<file path="src/core/led_cmd_pkg.sv">
// Constants and types for the serial command decoder of the LED sink driver.
// Assumes one system clock mclk; link pins arrive asynchronous to it.
// Operation
// - Strobe-high edge count selects command; 2,3,14 special
// - Count one latches shift register into buffers
// - Counts 4,6,8,10 write config registers one-four
// - Counts 5,7,9,11 select config register read-back
// - Count twelve enables all sixteen outputs
// - Count thirteen disables all sixteen outputs
// - Shift clock shifts data and times commands
// - Sixteen-bit shift register collects serial input
package led_cmd_pkg;
  localparam int WORD_W = 16;
  localparam int CHANNELS = 16;
  localparam int CNT_W = 5;
  localparam logic [4:0] CNT_LATCH = 5'h01;
  localparam logic [4:0] CNT_DBG = 5'h02;
  localparam logic [4:0] CNT_FRAME_SYNC = 5'h03;
  localparam logic [4:0] CNT_CFG1_WRITE = 5'h04;
  localparam logic [4:0] CNT_CFG1_READ = 5'h05;
  localparam logic [4:0] CNT_CFG2_WRITE = 5'h06;
  localparam logic [4:0] CNT_CFG2_READ = 5'h07;
  localparam logic [4:0] CNT_CFG3_WRITE = 5'h08;
  localparam logic [4:0] CNT_CFG3_READ = 5'h09;
  localparam logic [4:0] CNT_CFG4_WRITE = 5'h0a;
  localparam logic [4:0] CNT_CFG4_READ = 5'h0b;
  localparam logic [4:0] CNT_OUT_ON = 5'h0c;
  localparam logic [4:0] CNT_OUT_OFF = 5'h0d;
  localparam logic [4:0] CNT_PREACTIVATE = 5'h0e;
  localparam logic [4:0] CNT_MAX = 5'h1f;
  localparam logic [15:0] WORD_RESET = 16'h0000;
  localparam logic [1:0] SEL_RESET = 2'h0;

  typedef struct packed {
    logic shiftClock;
    logic commandStrobe;
    logic serialIn;
  } link_in_t;

  typedef struct packed {
    logic [15:0] word;
    logic valid;
  } word_out_t;

  typedef struct packed {
    logic [2:0] clkSync1;
    logic [2:0] clkSync2;
    logic clkPrev;
    logic strobePrev;
    logic [4:0] edgeCount;
    logic [15:0] shiftReg;
    word_out_t latchOut;
    word_out_t debugOut;
    word_out_t cfg1Out;
    word_out_t cfg2Out;
    word_out_t cfg3Out;
    word_out_t cfg4Out;
    logic frameSync;
    logic preActivate;
    logic readValid;
    logic [1:0] readSel;
    logic [15:0] outputsOn;
  } dec_state_t;
endpackage

</file>
<file path="src/core/led_driver_serial_command_decoder.sv">
// Serial command decoder: shifts data and decodes strobe-high edge counts.
// Assumes shift clock far slower than mclk (needs at least 3 mclk per half period).
`timescale 1ns/10ps
module led_driver_serial_command_decoder (
  input wire logic mclk,
  input wire logic resetn,
  input wire led_cmd_pkg::link_in_t linkIn,
  output led_cmd_pkg::word_out_t latchOut,
  output led_cmd_pkg::word_out_t debugOut,
  output led_cmd_pkg::word_out_t cfg1Out,
  output led_cmd_pkg::word_out_t cfg2Out,
  output led_cmd_pkg::word_out_t cfg3Out,
  output led_cmd_pkg::word_out_t cfg4Out,
  output logic frameSync,
  output logic preActivate,
  output logic readValid,
  output logic [1:0] readSel,
  output logic [15:0] outputsOn
);
  led_cmd_pkg::dec_state_t state_r;
  led_cmd_pkg::dec_state_t state_nxt;
  // Sync stages clear to the idle low pin level, so no false edge follows reset
  localparam led_cmd_pkg::dec_state_t STATE_RESET = '{
    clkSync1: 3'h0,
    clkSync2: 3'h0,
    clkPrev: 1'b0,
    strobePrev: 1'b0,
    edgeCount: 5'h00,
    shiftReg: led_cmd_pkg::WORD_RESET,
    latchOut: '{word: led_cmd_pkg::WORD_RESET, valid: 1'b0},
    debugOut: '{word: led_cmd_pkg::WORD_RESET, valid: 1'b0},
    cfg1Out: '{word: led_cmd_pkg::WORD_RESET, valid: 1'b0},
    cfg2Out: '{word: led_cmd_pkg::WORD_RESET, valid: 1'b0},
    cfg3Out: '{word: led_cmd_pkg::WORD_RESET, valid: 1'b0},
    cfg4Out: '{word: led_cmd_pkg::WORD_RESET, valid: 1'b0},
    frameSync: 1'b0,
    preActivate: 1'b0,
    readValid: 1'b0,
    readSel: led_cmd_pkg::SEL_RESET,
    outputsOn: 16'h0000
  };
  logic clkS;
  logic strobeS;
  logic dataS;
  logic clkRise;
  logic strobeFall;

  // All three pins synchronised together; first stage read only by second
  assign clkS = state_r.clkSync2[2];
  assign strobeS = state_r.clkSync2[1];
  assign dataS = state_r.clkSync2[0];
  assign clkRise = clkS && !state_r.clkPrev;
  assign strobeFall = !strobeS && state_r.strobePrev;

  always_comb begin
    state_nxt = state_r;
    state_nxt.clkSync1 = {linkIn.shiftClock, linkIn.commandStrobe, linkIn.serialIn};
    state_nxt.clkSync2 = state_r.clkSync1;
    state_nxt.clkPrev = clkS;
    state_nxt.strobePrev = strobeS;
    state_nxt.latchOut.valid = 1'b0;
    state_nxt.debugOut.valid = 1'b0;
    state_nxt.cfg1Out.valid = 1'b0;
    state_nxt.cfg2Out.valid = 1'b0;
    state_nxt.cfg3Out.valid = 1'b0;
    state_nxt.cfg4Out.valid = 1'b0;
    state_nxt.frameSync = 1'b0;
    state_nxt.preActivate = 1'b0;
    state_nxt.readValid = 1'b0;
    if (clkRise) begin
      state_nxt.shiftReg = {state_r.shiftReg[14:0], dataS};
      // Saturate so an overlong strobe never wraps into a valid count
      if (strobeS && state_r.edgeCount != led_cmd_pkg::CNT_MAX) begin
        state_nxt.edgeCount = state_r.edgeCount + 5'h01;
      end
    end
    // Decode only once the strobe is low, when the count can no longer grow
    if (strobeFall) begin
      state_nxt.edgeCount = 5'h00;
      case (state_r.edgeCount)
        led_cmd_pkg::CNT_LATCH: begin
          state_nxt.latchOut = '{word: state_r.shiftReg, valid: 1'b1};
        end
        led_cmd_pkg::CNT_DBG: begin
          state_nxt.debugOut = '{word: state_r.shiftReg, valid: 1'b1};
        end
        led_cmd_pkg::CNT_FRAME_SYNC: begin
          state_nxt.frameSync = 1'b1;
        end
        led_cmd_pkg::CNT_CFG1_WRITE: begin
          state_nxt.cfg1Out = '{word: state_r.shiftReg, valid: 1'b1};
        end
        led_cmd_pkg::CNT_CFG2_WRITE: begin
          state_nxt.cfg2Out = '{word: state_r.shiftReg, valid: 1'b1};
        end
        led_cmd_pkg::CNT_CFG3_WRITE: begin
          state_nxt.cfg3Out = '{word: state_r.shiftReg, valid: 1'b1};
        end
        led_cmd_pkg::CNT_CFG4_WRITE: begin
          state_nxt.cfg4Out = '{word: state_r.shiftReg, valid: 1'b1};
        end
        // Read-back only selects; readSel holds until the next read
        led_cmd_pkg::CNT_CFG1_READ: begin
          state_nxt.readValid = 1'b1;
          state_nxt.readSel = 2'h0;
        end
        led_cmd_pkg::CNT_CFG2_READ: begin
          state_nxt.readValid = 1'b1;
          state_nxt.readSel = 2'h1;
        end
        led_cmd_pkg::CNT_CFG3_READ: begin
          state_nxt.readValid = 1'b1;
          state_nxt.readSel = 2'h2;
        end
        led_cmd_pkg::CNT_CFG4_READ: begin
          state_nxt.readValid = 1'b1;
          state_nxt.readSel = 2'h3;
        end
        led_cmd_pkg::CNT_OUT_ON: begin
          state_nxt.outputsOn = {led_cmd_pkg::CHANNELS{1'b1}};
        end
        led_cmd_pkg::CNT_OUT_OFF: begin
          state_nxt.outputsOn = {led_cmd_pkg::CHANNELS{1'b0}};
        end
        led_cmd_pkg::CNT_PREACTIVATE: begin
          state_nxt.preActivate = 1'b1;
        end
        default: begin
        end
      endcase
    end
  end

  always_ff @(posedge mclk) begin
    if (!resetn) begin
      state_r <= STATE_RESET;
    end else begin
      state_r <= state_nxt;
    end
  end

  assign latchOut = state_r.latchOut;
  assign debugOut = state_r.debugOut;
  assign cfg1Out = state_r.cfg1Out;
  assign cfg2Out = state_r.cfg2Out;
  assign cfg3Out = state_r.cfg3Out;
  assign cfg4Out = state_r.cfg4Out;
  assign frameSync = state_r.frameSync;
  assign preActivate = state_r.preActivate;
  assign readValid = state_r.readValid;
  assign readSel = state_r.readSel;
  assign outputsOn = state_r.outputsOn;
endmodule

</file>
<file path="config.mk">
export PLATFORM = sky130hd
export DESIGN_NAME = led_driver_serial_command_decoder
export DESIGN_NICKNAME = d
export VERILOG_FILES = /design/src/core/led_cmd_pkg.sv /design/src/core/led_driver_serial_command_decoder.sv
export SDC_FILE = /design/constraint.sdc
export NUM_CORES = 1
export LEC_CHECK = 0
export ABC_AREA = 1
export BUFFER_PORTS_ARGS = -buffer_cell sky130_fd_sc_hd__buf_2
export CAP_MARGIN = 20
export CORE_UTILIZATION = 55
export CTS_CLUSTER_DIAMETER = 150
export DETAILED_ROUTE_END_ITERATION = 10
export MAX_ROUTING_LAYER = met4
export PLACE_DENSITY_LB_ADDON = 0.08
export REMOVE_ABC_BUFFERS = 1
export SYNTH_ARGS = -nofsm -noshare
export SYNTH_HDL_FRONTEND = slang
export SYNTH_SLANG_ARGS = --single-unit
</file>
<file path="constraint.sdc">
create_clock -name mclk -period 2.3 [get_ports mclk]
set_clock_uncertainty 0.2 [all_clocks]
set_input_delay 0.115 -clock mclk [delete_from_list [all_inputs] [get_ports mclk]]
set_output_delay 0.115 -clock mclk [all_outputs]
set_load 0.005 [all_outputs]
</file>
After elaboration in Yosys (flattened, before gate mapping). Cells that the tools add are included.

Input port bits: 5. RAM bits: 0. Memories kept: 0. Logic and storage cells: 68. Bits in latches: 0. Memory bits (read-only): 0. Output and inout bits: 123. Flip-flop bits (word level): 152.

Shift-type cells: 0. Multiplexer cells: 10. Bitwise gates (word level): 1. Divide/modulo/power cells: 0. Multipliers: 0. $lt $le $gt $ge: 0. Eq/ne operators: 15. Add/sub/neg operators: 1. Reduce and logical (&&, ||, !) cells: 18.

Operators by type and width (number): 5-bit by 4-bit == test with 1-bit output (second input constant) (7); 16-bit case mux with 2 select lines (1); 5-bit by 3-bit == test with 1-bit output (second input constant) (4); 2-bit AND reduction (10); 3-bit case mux with 4 select lines (1); 5-bit by 2-bit == test with 1-bit output (second input constant) (2); 1-bit 2-to-1 mux (8); 5-bit by 1-bit adder with 5-bit output (second input constant) (1); 5-bit by 1-bit == test with 1-bit output (second input constant) (1); 5-bit inequality test (second input constant) (1); 4-bit nonzero test (1); 1-bit logical AND (3); 1-bit zero test (2); 2-bit nonzero test (1); 2-bit OR reduction (1); 1-bit inverter (1).

Logic depth before layout (Yosys ltp).
Depth in word-level cells: 3. Mapped depth: 10. Mapped depth without buffers: 10.

Worst setup path after synthesis. OpenSTA, ideal clock, no wires.

Path type: register to register. Start: register state_r[139] (netlist bit). End: register state_r[140] (netlist bit). Setup time: 0.116 ns. Stages on the path, launching flop included: 11. Buffers on the path: 0. Data arrival time: 1.373 ns. Slack: 0.611 ns. Clock period less this slack: 1.689 ns. Required time: 1.984 ns. Cell sequence: dfxtp_1 ha_1 inv_1 nor2_1 ha_1 inv_1 nand2_1 nor2_1 inv_1 nor2_1 nor2_1.

Word-level cells in the longest chain between the ends: 3.

Ends and longest elaborated chain: start, declared (line led_driver_serial_command_decoder.sv:20) `led_cmd_pkg::dec_state_t state_r;`; start signal, assigned (line led_driver_serial_command_decoder.sv:138) `state_r <= state_nxt;`; branches (longest 3 deep; another with 5-bit by 1-bit adder with 5-bit output).

Parallel ways; which one is timed is not known. A chain may end at the register's enable or synchronous reset.

Worst setup path after layout.
Start: register state_r[139] (netlist bit). End: register state_r[143] (netlist bit).

The elaborated chain is that of the path after synthesis.

==> metrics.md <==
| Metric | Value |
|---|---|
| Proportion of netlist area held by the largest area contributor | `0.438` |
| Initial Utilization | `0.571` |
| TritonCTS Sinks | `137` |
| Final Max Tran Viols | `0` |
| Via-to-Cell Ratio | `5.30` |
| Share of final-layout standard cells stronger than drive strength 1 | `0.251` |
| Area overhead of the layout relative to synthesis | `4.73%` |
| Commonest cells after routing, fill and taps aside | `137 x dfxtp_1, 127 x buf_2, 122 x nand2_1` |
| Area of placed instances | `0.00590 sq mm` |
| Clock Pin Slew Worst Setup and Hold Paths | `50 ps` |
| Placement row count | `38` |
| First-pass detailed-route iteration total | `4` |
| Buffers inserted during post-CTS setup optimization | `0` |
| Ordered cell list for the critical path | `ha_1 > inv_1 > nor2_1 > ha_1 > inv_1 > nand2_1 > nor2_1 > inv_1 > nor2_1 > nor2_1` |
| Worst-skew pair later-pin latency | `410 ps` |
| GP Congestion | `0.937` |
| Count of distinct cell types in the synthesized netlist | `25` |
| Core ar. | `0.0110 sq mm` |
| Final Net Count | `758` |
| Die width | `109 um` |
| Vert. Die Dim | `109 um` |
| Class of the tightest hold or removal check | `register to register` |
| Crit path buf inv count | `3` |
| Post-detail-place hpwl | `8910 um` |
| Actual transition at the worst max-transition pin | `535 ps` |
| Family of cells with the greatest summed delay on the critical path | `simple AND/OR/NAND/NOR gates` |
| Arrival time at the worst endpoint | `2160 ps` |
| Peak fanout along the critical path | `7` |
| DRT iter0 DRCs | `296` |
| Global-route wire length before repair | `21400 um` |
| Wire length after detailed routing | `14100 um` |
| Post-Synthesis Cells | `764` |
| Routed wire length per instance | `15.6 um` |
| Worst slew margin relative to its limit | `0.643` |
| Run status | `complete, no violations` |
| Post-cts repair resize count | `0` |
| Category of the worst setup path launch point | `register` |
| Number of max-cap violations | `0` |
| Netlist Area Pre-Place | `0.00627 sq mm` |
| Worst R2R Path Depth | `10` |
| Cell accounting for the most synthesized area | `dfxtp_1` |
| Pre-CTS WS | `293 ps` |
| Most common library cell in the layout ignoring fill and taps | `dfxtp_1` |
| Required @ worst endpoint | `2400 ps` |
| Unrepaired setup endpoints after global routing | `no` |
| Final setup viols | `0` |
| Core utilization of the finished layout | `0.598` |
| Leading post-synthesis cells by cell area | `dfxtp_1 44%, buf_4 17%, a21oi_1 9.2%` |
| Clock tree root buffer cell | `clkbuf_16` |
| Critical Path End Type | `register` |
| CTS tree | `yes` |
| Library cell contributing the largest single delay on the critical path | `dfxtp_1` |
| Cts-stage hold buffer count | `7` |
| Number of buffer cells added on primary ports | `127` |
| Hold slack | `213 ps` |
| Post-Layout Inst Area | `0.00656 sq mm` |
| Internal cell power | `4160 uW` |
| Number of antenna violations at the first check in global routing | `0` |
| Antenna-violating nets left | `0` |
| Via count of the first global-routing pass | `4218` |
| Total leakage power | `0.00281 uW` |
| Number of levels the H-tree was split into | `4` |
| P per Cell Area | `801 mW/mm^2` |
| Start-to-end type of the worst setup path | `register to register` |
| Net switching component of the power | `1100 uW` |
| Number of remaining DRC errors | `0` |
| Switching Share | `0.209` |
| Post-route setup slack | `234 ps` |
| Final min period | `2070 ps` |
| Global-route total usage across every layer | `0.251` |
| WHS Path Cells | `2` |
| Register area share after synthesis | `0.438` |
| Number of logic stages on the critical path including buffering | `10` |
| Grt ovf | `0` |
| Share of total power in the clock network | `0.510` |
| Sequential share of power | `0.466` |
| Fmax | `484 MHz` |
| Final period util | `0.898` |
| Largest net degree at the start of global routing | `80` |
| Average instance area after synthesis | `8.20 sq um` |
| I/O pin cnt | `128` |
| Relative contribution of combinational cells to total power | `0.025` |
| Overall die area | `0.0118 sq mm` |
| Seq cells post-synth | `137` |
| Number of buffers on the longest clock path | `2` |
| Via count | `4768` |
| Worst IR drop on VDD | `459 uV` |
| Synthesis warning total | `0` |
| Antenna cells | `0` |
| Max incr delay on CP | `350 ps` |
| Number of buffers created by CTS | `17` |
| Number of hold-slack violations in the final timing report | `0` |
| Most numerous cell on the critical path | `nor2_1` |
-- worst min-delay path, cell delays in order, from the launching register on --
cell	delay, ps
dfxtp_1	300
nand2_1	50
inv_1	40
-- registers in the layout, indices dropped and copies added, names as in the netlist --
| register | flops |
|---|---|
| latchOut | 17 |
| preActivate | 1 |
| state_nxt | 4 |
| cfg4Out | 17 |
| cfg3Out | 17 |
| readSel | 2 |
| debugOut | 17 |
| cfg1Out | 17 |
| frameSync | 1 |
| cfg2Out | 17 |
| clkS | 1 |
| dataS | 1 |
| outputsOn | 1 |
| readValid | 1 |
| state_r | 23 |
-- cells by family (layout without fill, tap and decap cells) --
| logic type | after synthesis | after routing | synth area share |
|---|---|---|---|
| buffers and inverters | 204 | 200 | 0.220 |
| flip-flops | 137 | 137 | 0.438 |
| AO/OA/AOI/OAI | 136 | 136 | 0.109 |
| AND/OR/NAND/NOR | 282 | 282 | 0.223 |
| adder cells (fa/ha/maj) | 5 | 5 | 0.00998 |
-- through the flow --
step | setup TNS [ps] | instances | power [uW]
5_1_grt | 0 | 900 | 5410
2_1_floorplan | -347890 | 585 | 2540
3_5_place_dp | 0 | 862 | 2620
6_report | 0 | 900 | 5260
3_3_place_gp | 0 | 862 | 2610
4_1_cts | 0 | 900 | 5300
-- power by group through the flow --
stage,combinational [uW],clock [uW],sequential (uW)
after floorplan,72.5,0,2470
after global placement,116,0,2500
after detailed placement,119,0,2500
after CTS,129,2720,2450
after global routing,142,2820,2450
final,129,2680,2450
-- cell usage after synthesis --
master	count
buf_4	138
dfxtp_1	137
nand2_1	122
a21oi_1	115
nand3_1	83
nor2_1	40
clkbuf_1	23
inv_1	21
o21ai_0	20
nand4_1	19
buf_2	8
buf_6	8
ha_1	5
nand2_4	5
nor2_8	4
nand2_8	3
buf_8	2
inv_2	2
nand2_2	2
nor2_4	2
a21oi_2	1
clkinv_1	1
inv_4	1
nand3_4	1
nor2_2	1
-- final cells by class --
cell class / count / area (sq um)
Fill cell: 993 / 4420
Sequential cell: 137 / 2740
Multi-Input combinational cell: 423 / 2150
Timing Repair Buffer: 144 / 806
Clock buffer: 23 / 498
Tap cell: 140 / 175
Inverter: 25 / 96.3
Clock inverter: 8 / 92.6
-- routing by layer --
metal	GRT usage	vias to the layer above	share of wire
met5	-	-	0
met4	0.110	0	0.025
met3	0.0526	29	0.060
met2	0.396	139	0.48
met1	0.309	2244	0.43
li1	-	2356	-
-- final timing paths --
path / from / end / slack (ps)
worst min register to register: state_nxt[147] / state_nxt[144] / 210
worst max-delay path: state_r[139] / state_r[143] / 230
worst min-delay path: state_nxt[147] / state_nxt[144] / 210
worst max register to register: state_r[139] / state_r[143] / 230
(Power assumes the default switching activity.)
